File: config.mk
export PLATFORM = sky130hd
export DESIGN_NAME = upvr_bank
export DESIGN_NICKNAME = d
export VERILOG_FILES = /design/src/rtl/upvr_pkg.sv /design/src/rtl/upvr_bank.sv
export SDC_FILE = /design/constraint.sdc
export NUM_CORES = 1
export LEC_CHECK = 0
export BUFFER_PORTS_ARGS = -buffer_cell sky130_fd_sc_hd__buf_2
export CORE_ASPECT_RATIO = 1.2
export CORE_UTILIZATION = 50
export DETAILED_ROUTE_END_ITERATION = 8
export PLACE_DENSITY = 0.72
export SYNTH_ARGS = -nofsm -noshare
export SYNTH_HDL_FRONTEND = slang
export SYNTH_SLANG_ARGS = --single-unit
File: constraint.sdc
create_clock -name core_clk -period 3 [get_ports core_clk]
set_clock_uncertainty 0.15 [all_clocks]
set_input_delay 0.3 -clock core_clk [delete_from_list [all_inputs] [get_ports core_clk]]
set_output_delay 0.3 -clock core_clk [all_outputs]
set_load 0.005 [all_outputs]
File: src/rtl/upvr_pkg.sv
// package for the vendor register bank: offsets, fields, resets, timing
package upvr_pkg;

  // --------------------------------------------------------------------
  // register addresses
  // --------------------------------------------------------------------
  localparam logic [5:0] ADDR_AMP_TRIM = 6'h31;
  localparam logic [5:0] ADDR_AUDIO_KEY = 6'h33;
  localparam logic [5:0] ADDR_CONV_WR = 6'h36;
  localparam logic [5:0] ADDR_CONV_SET = 6'h37;
  localparam logic [5:0] ADDR_CONV_CLR = 6'h38;
  localparam logic [5:0] ADDR_IOPM_WR = 6'h39;
  localparam logic [5:0] ADDR_IOPM_SET = 6'h3a;
  localparam logic [5:0] ADDR_IOPM_CLR = 6'h3b;

  // --------------------------------------------------------------------
  // field positions and masks
  // --------------------------------------------------------------------
  localparam int AMP_LSB = 5;
  localparam logic [7:0] AMP_MASK = 8'h60;
  localparam logic [7:0] KEY_MASK = 8'h0f;
  localparam logic [3:0] KEY_AUDIO_ON = 4'ha;
  localparam int CONV_DONE_BIT = 3;
  localparam int CONV_TRIG_BIT = 4;
  localparam int CONV_IRQ_EN_BIT = 6;
  localparam logic [7:0] CONV_WR_MASK = 8'h50;
  localparam int IOPM_SWAP_BIT = 1;
  localparam int IOPM_SER_LSB = 2;
  localparam int IOPM_PU_POS_BIT = 4;
  localparam int IOPM_PU_NEG_BIT = 5;
  localparam int IOPM_USB_LSB = 6;
  localparam logic [7:0] IOPM_MASK = 8'hfe;

  // --------------------------------------------------------------------
  // reset values and encodings
  // --------------------------------------------------------------------
  localparam logic [1:0] AMP_RESET = 2'h0;
  localparam logic [3:0] KEY_RESET = 4'h0;
  localparam logic [7:0] IOPM_RESET = 8'h04;
  localparam logic [2:0] CODE_RESET = 3'h0;
  localparam logic [1:0] LDO_3V3 = 2'h0;

  // --------------------------------------------------------------------
  // timing
  // --------------------------------------------------------------------
  localparam int CLK_HZ = 10_000_000;
  localparam int CONV_TIME_US = 282;
  localparam int CONV_CYCLES = (CONV_TIME_US * (CLK_HZ / 1_000_000) > 0) ?
                               CONV_TIME_US * (CLK_HZ / 1_000_000) : 1;

  // register bus request
  typedef struct packed {
    logic wr;
    logic rd;
    logic [5:0] addr;
    logic [7:0] data;
  } upvr_req_type;

  // operating mode of the transceiver
  typedef struct packed {
    logic uart_mode;
    logic usb_audio_mode;
    logic sync_mode;
    logic serial_mode;
    logic low_power_mode;
  } upvr_mode_type;

endpackage : upvr_pkg

File: src/rtl/upvr_bank.sv
// vendor register bank of the ulpi transceiver
`timescale 1ns/10ps
`default_nettype none

// Functional notes
// amplitude field selects nominal or boosted drive
// reserved bits ignore writes, read zero
// audio mode only when key equals 1010
// three-bit code encodes measured id resistor
// done flag sets when conversion finishes
// done clears on vendor-register read only
// trigger starts conversion, self-clears at end
// link keeps conversion bit 5 zero
// enabled done flag raises alternate interrupt
// interrupt enable ORed with carkit enable
// conversion register write, set, clear addresses
// io power register write, set, clear addresses
// swap exchanges dp/dm, not audio pins
// serial ldo field applied in uart with txd
// usb audio holds regulator at 3.3 volts
// link should leave uart via reset pin
// pull-up bits, forced on in uart mode
// usb ldo field used in sync/serial/low-power
// carkit latch sets on enabled done rise
// vendor range reached by immediate accesses
// reset restores defaults, abandons conversion
module upvr_bank #(
  parameter int CONV_CYCLES_P = upvr_pkg::CONV_CYCLES
) (
  input wire logic core_clk,
  input wire logic rst_n,
  input wire upvr_pkg::upvr_req_type req,
  input wire upvr_pkg::upvr_mode_type mode,
  input wire logic serial_tx_drive_enable,
  input wire logic carkit_irq_enable,
  input wire logic carkit_latch_rd,
  input wire logic [2:0] meas_code,
  output logic [7:0] rd_data,
  output logic [1:0] hs_amp_sel,
  output logic audio_mode_on,
  output logic [2:0] id_resistor_code,
  output logic id_conv_complete,
  output logic id_conv_busy,
  output logic alt_int,
  output logic id_conv_event_latch,
  output logic line_pair_swap,
  output logic line_pair_swap_dp,
  output logic charger_pullup_pos_line,
  output logic charger_pullup_neg_line,
  output logic [1:0] ldo_select
);
  import upvr_pkg::*;

  // --------------------------------------------------------------------
  // register state
  // --------------------------------------------------------------------
  logic [1:0] amp_reg;
  logic [3:0] key_reg;
  logic trig_reg;
  logic irq_en_reg;
  logic done_reg;
  logic [2:0] code_reg;
  logic [7:0] iopm_reg;
  logic [7:0] iopm_next;
  logic [31:0] cnt_reg;
  logic conv_end;
  logic conv_rd;
  logic irq_eff;
  logic [7:0] conv_view;
  logic [7:0] rd_next;
  logic [1:0] ldo_next;

  // conversion write accesses
  logic conv_wr;
  logic conv_set;
  logic conv_clr;
  logic [7:0] conv_wdata;
  assign conv_wr = req.wr && (req.addr == ADDR_CONV_WR);
  assign conv_set = req.wr && (req.addr == ADDR_CONV_SET);
  assign conv_clr = req.wr && (req.addr == ADDR_CONV_CLR);
  assign conv_wdata = req.data & CONV_WR_MASK;
  assign conv_rd = req.rd && (req.addr == ADDR_CONV_WR || req.addr == ADDR_CONV_SET ||
                              req.addr == ADDR_CONV_CLR);
  assign conv_end = trig_reg && (cnt_reg == 32'(CONV_CYCLES_P - 1));
  assign irq_eff = irq_en_reg | carkit_irq_enable;

  // amplitude trim, only bits 6:5 stored
  always_ff @(posedge core_clk or negedge rst_n) begin
    if (!rst_n) begin
      amp_reg <= AMP_RESET;
    end else if (req.wr && req.addr == ADDR_AMP_TRIM) begin
      amp_reg <= req.data[AMP_LSB +: 2];
    end
  end

  // headset audio key
  always_ff @(posedge core_clk or negedge rst_n) begin
    if (!rst_n) begin
      key_reg <= KEY_RESET;
    end else if (req.wr && req.addr == ADDR_AUDIO_KEY) begin
      key_reg <= req.data[3:0];
    end
  end

  // interrupt enable bit of the conversion register
  always_ff @(posedge core_clk or negedge rst_n) begin
    if (!rst_n) begin
      irq_en_reg <= 1'b0;
    end else if (conv_wr) begin
      irq_en_reg <= conv_wdata[CONV_IRQ_EN_BIT];
    end else if (conv_set && conv_wdata[CONV_IRQ_EN_BIT]) begin
      irq_en_reg <= 1'b1;
    end else if (conv_clr && conv_wdata[CONV_IRQ_EN_BIT]) begin
      irq_en_reg <= 1'b0;
    end
  end

  // trigger; completion clears it
  always_ff @(posedge core_clk or negedge rst_n) begin
    if (!rst_n) begin
      trig_reg <= 1'b0;
    end else if (conv_end) begin
      trig_reg <= 1'b0;
    end else if (conv_wr) begin
      trig_reg <= conv_wdata[CONV_TRIG_BIT];
    end else if (conv_set && conv_wdata[CONV_TRIG_BIT]) begin
      trig_reg <= 1'b1;
    end else if (conv_clr && conv_wdata[CONV_TRIG_BIT]) begin
      trig_reg <= 1'b0;
    end
  end

  // conversion timer
  always_ff @(posedge core_clk or negedge rst_n) begin
    if (!rst_n) begin
      cnt_reg <= 32'h0;
    end else if (!trig_reg || conv_end) begin
      cnt_reg <= 32'h0;
    end else begin
      cnt_reg <= cnt_reg + 32'h1;
    end
  end

  // result code and done flag; set beats read-clear
  always_ff @(posedge core_clk or negedge rst_n) begin
    if (!rst_n) begin
      done_reg <= 1'b0;
      code_reg <= CODE_RESET;
    end else if (conv_end) begin
      done_reg <= 1'b1;
      code_reg <= meas_code;
    end else if (conv_rd) begin
      done_reg <= 1'b0;
    end
  end

  // carkit latch, set on enabled done rise, cleared by its read
  always_ff @(posedge core_clk or negedge rst_n) begin
    if (!rst_n) begin
      id_conv_event_latch <= 1'b0;
    end else if (conv_end && !done_reg && irq_eff) begin
      id_conv_event_latch <= 1'b1;
    end else if (carkit_latch_rd) begin
      id_conv_event_latch <= 1'b0;
    end
  end

  // io and power management write/set/clear
  always_comb begin
    iopm_next = iopm_reg;
    if (req.wr && req.addr == ADDR_IOPM_WR) begin
      iopm_next = req.data & IOPM_MASK;
    end else if (req.wr && req.addr == ADDR_IOPM_SET) begin
      iopm_next = iopm_reg | (req.data & IOPM_MASK);
    end else if (req.wr && req.addr == ADDR_IOPM_CLR) begin
      iopm_next = iopm_reg & ~(req.data & IOPM_MASK);
    end
  end

  always_ff @(posedge core_clk or negedge rst_n) begin
    if (!rst_n) begin
      iopm_reg <= IOPM_RESET;
    end else begin
      iopm_reg <= iopm_next;
    end
  end

  // --------------------------------------------------------------------
  // read mux and derived outputs
  // --------------------------------------------------------------------
  always_comb begin
    conv_view = 8'h00;
    conv_view[2:0] = code_reg;
    conv_view[CONV_DONE_BIT] = done_reg;
    conv_view[CONV_TRIG_BIT] = trig_reg;
    conv_view[CONV_IRQ_EN_BIT] = irq_en_reg;
    rd_next = 8'h00;
    unique case (req.addr)
      ADDR_AMP_TRIM: rd_next = {1'b0, amp_reg, 5'h00};
      ADDR_AUDIO_KEY: rd_next = {4'h0, key_reg};
      ADDR_CONV_WR, ADDR_CONV_SET, ADDR_CONV_CLR: rd_next = conv_view;
      ADDR_IOPM_WR, ADDR_IOPM_SET, ADDR_IOPM_CLR: rd_next = iopm_reg;
      default: rd_next = 8'h00;
    endcase
  end

  // regulator choice by mode
  always_comb begin
    ldo_next = iopm_reg[IOPM_USB_LSB +: 2];
    if (mode.usb_audio_mode) begin
      ldo_next = LDO_3V3;
    end else if (mode.uart_mode && serial_tx_drive_enable) begin
      ldo_next = iopm_reg[IOPM_SER_LSB +: 2];
    end
  end

  // registered outputs
  always_ff @(posedge core_clk or negedge rst_n) begin
    if (!rst_n) begin
      rd_data <= 8'h00;
      hs_amp_sel <= AMP_RESET;
      audio_mode_on <= 1'b0;
      id_resistor_code <= CODE_RESET;
      id_conv_complete <= 1'b0;
      id_conv_busy <= 1'b0;
      alt_int <= 1'b0;
      line_pair_swap <= 1'b0;
      line_pair_swap_dp <= 1'b0;
      charger_pullup_pos_line <= 1'b0;
      charger_pullup_neg_line <= 1'b0;
      ldo_select <= LDO_3V3;
    end else begin
      rd_data <= req.rd ? rd_next : 8'h00;
      hs_amp_sel <= amp_reg;
      audio_mode_on <= (key_reg == KEY_AUDIO_ON);
      id_resistor_code <= code_reg;
      id_conv_complete <= done_reg;
      id_conv_busy <= trig_reg;
      alt_int <= done_reg && irq_eff;
      line_pair_swap <= iopm_reg[IOPM_SWAP_BIT];
      line_pair_swap_dp <= iopm_reg[IOPM_SWAP_BIT];
      charger_pullup_pos_line <= iopm_reg[IOPM_PU_POS_BIT] | mode.uart_mode;
      charger_pullup_neg_line <= iopm_reg[IOPM_PU_NEG_BIT] | mode.uart_mode;
      ldo_select <= ldo_next;
    end
  end

  // --------------------------------------------------------------------
  // assertions
  // --------------------------------------------------------------------
  audio_key_a: assert property (@(posedge core_clk) disable iff (!rst_n)
    audio_mode_on == ($past(key_reg) == KEY_AUDIO_ON))
    else $error("audio mode does not follow key");

  done_set_a: assert property (@(posedge core_clk) disable iff (!rst_n)
    conv_end |=> done_reg && !trig_reg)
    else $error("done not set at conversion end");

  done_clr_a: assert property (@(posedge core_clk) disable iff (!rst_n)
    (conv_rd && !conv_end) |=> !done_reg)
    else $error("done not cleared by read");

  conv_len_a: assert property (@(posedge core_clk) disable iff (!rst_n)
    $rose(trig_reg) && !conv_end |-> trig_reg [*8])
    else $error("conversion ended too early");

  irq_or_a: assert property (@(posedge core_clk) disable iff (!rst_n)
    (done_reg && (irq_en_reg || carkit_irq_enable)) |=> alt_int)
    else $error("alternate interrupt missing");

  iopm_set_a: assert property (@(posedge core_clk) disable iff (!rst_n)
    (req.wr && req.addr == ADDR_IOPM_SET) |=> ((iopm_reg & $past(req.data) & IOPM_MASK) ==
                                              ($past(req.data) & IOPM_MASK)))
    else $error("set access lost a bit");

  audio_ldo_a: assert property (@(posedge core_clk) disable iff (!rst_n)
    mode.usb_audio_mode |=> ldo_select == LDO_3V3)
    else $error("regulator not at 3.3 volts in audio mode");

  pullup_uart_a: assert property (@(posedge core_clk) disable iff (!rst_n)
    mode.uart_mode |=> charger_pullup_pos_line && charger_pullup_neg_line)
    else $error("uart pull-ups not enabled");

  rsvd_zero_a: assert property (@(posedge core_clk) disable iff (!rst_n)
    $past(req.rd) && $past(req.addr) == ADDR_AMP_TRIM |-> (rd_data & ~AMP_MASK) == 8'h00)
    else $error("reserved amplitude bits not zero");

  // per-field guards on writes, captures and derived outputs
  amp_write_a: assert property (@(posedge core_clk) disable iff (!rst_n)
    (req.wr && req.addr == ADDR_AMP_TRIM) |=> ##1 hs_amp_sel == $past(req.data[AMP_LSB +: 2], 2))
    else $error("amplitude select does not follow write");

  key_rsvd_a: assert property (@(posedge core_clk) disable iff (!rst_n)
    $past(req.rd) && $past(req.addr) == ADDR_AUDIO_KEY |-> rd_data[7:4] == 4'h0)
    else $error("reserved key bits not zero");

  code_capture_a: assert property (@(posedge core_clk) disable iff (!rst_n)
    conv_end |=> code_reg == $past(meas_code))
    else $error("result code not captured at conversion end");

  trig_set_a: assert property (@(posedge core_clk) disable iff (!rst_n)
    (conv_set && conv_wdata[CONV_TRIG_BIT] && !conv_end) |=> trig_reg)
    else $error("set access did not start conversion");

  alt_quiet_a: assert property (@(posedge core_clk) disable iff (!rst_n)
    !done_reg |=> !alt_int)
    else $error("alternate interrupt without done flag");

  irq_clear_a: assert property (@(posedge core_clk) disable iff (!rst_n)
    (conv_clr && req.data[CONV_IRQ_EN_BIT]) |=> !irq_en_reg)
    else $error("clear access left interrupt enable set");

  iopm_clr_a: assert property (@(posedge core_clk) disable iff (!rst_n)
    (req.wr && req.addr == ADDR_IOPM_CLR) |=> (iopm_reg & $past(req.data) & IOPM_MASK) == 8'h00)
    else $error("clear access left a bit set");

  swap_follow_a: assert property (@(posedge core_clk) disable iff (!rst_n)
    line_pair_swap_dp == $past(iopm_reg[IOPM_SWAP_BIT]))
    else $error("line swap does not follow its bit");

  serial_ldo_a: assert property (@(posedge core_clk) disable iff (!rst_n)
    (mode.uart_mode && serial_tx_drive_enable && !mode.usb_audio_mode) |=>
      ldo_select == $past(iopm_reg[IOPM_SER_LSB +: 2]))
    else $error("serial regulator field not applied");

  pullup_bit_a: assert property (@(posedge core_clk) disable iff (!rst_n)
    !mode.uart_mode |=> charger_pullup_pos_line == $past(iopm_reg[IOPM_PU_POS_BIT]))
    else $error("pull-up does not follow its bit");

  usb_ldo_a: assert property (@(posedge core_clk) disable iff (!rst_n)
    (!mode.usb_audio_mode && !(mode.uart_mode && serial_tx_drive_enable) &&
     (mode.sync_mode || mode.serial_mode || mode.low_power_mode)) |=>
      ldo_select == $past(iopm_reg[IOPM_USB_LSB +: 2]))
    else $error("usb regulator field not applied");

  latch_set_a: assert property (@(posedge core_clk) disable iff (!rst_n)
    (conv_end && !done_reg && irq_eff) |=> id_conv_event_latch)
    else $error("carkit latch not set on done rise");

  latch_clr_a: assert property (@(posedge core_clk) disable iff (!rst_n)
    (carkit_latch_rd && !(conv_end && !done_reg && irq_eff)) |=> !id_conv_event_latch)
    else $error("carkit latch not cleared by its read");

endmodule : upvr_bank

`default_nettype wire

==> results summary <==
The remaining max-slew budget at the tightest pin came out at 39.0%. The die extent in y came out at 92.0 um. The overall overflow remaining after global route is 0. The count of nets left with antenna violations once routing finished came out at 0. The overall die area is 7080 um^2. The maximum number of pins on one net before global-route repair is 75.

Once the floorplan was initialized, standard cells occupied 52.0% of the core. The largest fanout on the critical path came out at 19. The met3 wire length came out at 279 um. The setup TNS came out at 0 ns. The length of routed wiring on met1 is 3.13 mm. The slack of the critical path came out at 0.409 ns. The region available for standard cell placement spans 6490 um^2. The startpoint of the most critical hold path is meas_code[1]. The routed via count divided by cell count came out at 5.88. The fraction of layout instances using a drive strength above 1 is 21.8%.

The library cell used most frequently in the layout, excluding fill and tap cells, is dfrtp_1. Setup repair after global routing left no endpoint under its margin. For the worst flop-to-flop path, the logic depth is 5. The adder-cell share of the synthesized area came out at 0.371%. The number of global-route vias before repair is 2719.

The worst setup path is captured at a register. The number of different library cells in the post-synthesis netlist came out at 44. The number of violations reported at the end of detailed-routing iteration 0 came out at 147. The proportion of synthesized chip area in sequential cells came out at 54.9%.

The count of flip-flops with a built-in enable after synthesis is 0. The buffers inserted during post-CTS setup optimization came out at 0. The data arrival time of the worst path is 2.70 ns. TritonCTS built the clock tree. Dividing the detail-routed wire length by the instance count gives 16.1 um.

The final layout contains 406 nets. The worst setup path is launched from a register. The worst register-to-register path begins at cnt_reg[0]$_DFF_PN0_. The reported leakage power is 1.74 nW. The count of final setup violators came out at 0. The number of maximum-capacitance constraint violations is 0. The number of synthesized register bits came out at 74. The total power after layout came out at 2.12 mW. The worst setup path is of the register to register kind. The total number of vias is 2738. The flip-flop count of the largest register, all copies and words added is 32. At the end of routability-driven placement, the weighted congestion stood at 0.865. Timing would allow up to 0.386 GHz. In the synthesized netlist the dominant register cell turns out to be dfrtp_1. After clock tree synthesis, the clock-pin slew on the worst setup and hold paths is 0.09 ns.

The number of clock buffers added by TritonCTS is 9. The detailed placer's ending HPWL came out at 5.14 mm. The total length of routed met2 wires is 3.88 mm.

The share of flip-flops with an asynchronous set or reset after synthesis is 100%. The top cell types in the final layout, fill and taps aside, are 73 x dfrtp_1, 48 x buf_2, 26 x nor2_1, 22 x a21oi_1, 20 x nand2_1. The boundary pin count came out at 53. The detailed router used layers up to and including met4. Compared with the post-synthesis result, the final layout area differs by 16.4%. The yosys synthesis warning count came out at 0. In this run the clock root is driven by a clkbuf_8. The worst slack after detailed placement came out at 0.427 ns. The final clock period utilization by the worst path came out at 86.4%.

The power per standard cell area is 539 nW/um^2. After layout, the minimum clock period comes to 2.59 ns. The area share of xor/xnor cells in the synthesized design came out at 2.86%. The run finished with clean final reports. The number of antenna violations at the first check in global routing is 0. The length of the first detailed-routing pass in iterations came out at 4. The number of cells on the worst hold path is 2.

The maximum level of the CTS H-tree came out at 3. Summing all flip-flop and latch instances after layout gives 1850 um^2. The synthesized cell area is 3370 um^2. By area, the combinational part of the netlist is dominated by simple AND/OR/NAND/NOR gates. Measured along the x axis, the die boundary spans 77.0 um.

The total nets after synthesis came out at 351. In this run the worst hold path is classified as input port to register. The multiplexer area fraction after synthesis is 3.89%.

For the pin with the worst max-slew slack, the measured transition is 0.915 ns. The global-route wire length before repair came out at 12.7 mm. The simple-gate area share of the yosys netlist is 21.3%.

The cell row count is 32. The average instance area after synthesis came out at 10.5 um^2. The complex-gate fraction of the synthesized area came out at 13.7%. 0 antenna diodes ended up in the layout.

The layout has 565 filler cells. The largest voltage drop on the vdd net came out at 0.267 mV. The routed design has 7.48 mm of wire. The number of max-slew violations in the final report is 0.

The total track usage came out at 22.9%. The clock drives 74 sinks. The count of unresolved DRC violations after routing came out at 0. The longest clock path from root to sink contains 2 buffers. Buffers placed on the I/O ports in this run total 49. The final hold violation count came out at 0. The required time reported for the critical path endpoint came out at 3.11 ns. The multi-input logic area came out at 1420 um^2. The most critical setup path has its startpoint at cnt_reg[0]$_DFF_PN0_. The synthesized netlist cell count is 321. The clock insertion delay at the later pin of the skew report is 0.35 ns.
through the flow:
step	cell area (um^2)	hold slack, ns	instances	util, %
6_report	3930	0.0287	466	60.5
5_1_grt	3930	0.0159	466	60.5
4_1_cts	3930	0.0216	466	60.5
3_5_place_dp	3710	0.242	448	57.1
3_3_place_gp	3710	0.237	448	57.1
2_1_floorplan	3370	-0.146	321	-
worst max-delay path, stage by stage, from the launching register on:
cell	delay, ns
dfrtp_1	0.39
ha_1	0.22
nand3_1	0.14
or4_1	0.83
or4_1	0.60
a21oi_1	0.16
final timing paths:
| kind | slack [ns] | endpoint |
|---|---|---|
| max | 0.41 | cnt_reg[24]$_DFF_PN0_ |
| min | 0.03 | code_reg[1]$_DFFE_PN0P_ |
| max reg2reg | 0.41 | cnt_reg[24]$_DFF_PN0_ |
| min reg2reg | 0.26 | line_pair_swap_dp$_DFF_PN0_ |
| max in group asynchronous | 1.63 | rd_data[4]$_DFF_PN0_ |
| min in group asynchronous | 0.48 | cnt_reg[5]$_DFF_PN0_ |
synth_stat cells, types with 5 or more instances:
| master | number | area (um^2) |
|---|---|---|
| a21oi_1 | 22 | 110 |
| a22o_1 | 8 | 70.1 |
| and3_1 | 5 | 31.3 |
| clkbuf_1 | 7 | 26.3 |
| dfrtp_1 | 73 | 1830 |
| inv_1 | 12 | 45.0 |
| mux2_2 | 9 | 101 |
| nand2_1 | 20 | 75.1 |
| nand3_1 | 14 | 70.1 |
| nand4_1 | 10 | 62.6 |
| nor2_1 | 26 | 97.6 |
| nor3_1 | 5 | 25.0 |
| nor4_1 | 9 | 56.3 |
| o21ai_0 | 18 | 90.1 |
| o31ai_1 | 12 | 90.1 |
| or3_1 | 5 | 31.3 |
| or4_1 | 14 | 105 |
| xnor2_1 | 9 | 78.8 |
layout make-up:
class	instances	area share [%]
Clock buffer	10	3.25
Clock inverter	6	1.85
Inverter	12	1.15
Multi-Input combinational cell	224	36.3
Sequential cell	74	47.2
Tap cell	85	2.71
Timing Repair Buffer	55	7.58
report_power, final:
part	internal (mW)	total [mW]	switching [mW]	leakage, nW
logic	0.0914	0.210	0.118	0.643
registers	1.06	1.12	0.0585	0.999
clock network	0.395	0.784	0.389	0.0979
timing repair:
item                                   4_1_cts  5_1_grt
gates resized for setup                      0        0
hold buffers                                 2        0
endpoints found under the hold margin       75        0
cell families after synthesis:
family                   Yosys count
buffers and inverters             23
flip-flops                        74
adder cells (fa/ha/maj)            1
multiplexers                      12
AND/OR/NAND/NOR                  128
XOR/XNOR                          11
AO/OA/AOI/OAI                     72
layer usage:
| metal | GRT usage [%] | up-vias |
|---|---|---|
| li1 | - | 1309 |
| met1 | 26.9 | 1341 |
| met2 | 40.3 | 69 |
| met3 | 4.08 | 19 |
| met4 | 10.8 | 0 |
| met5 | 0 | - |
(Power assumes the default switching activity.)
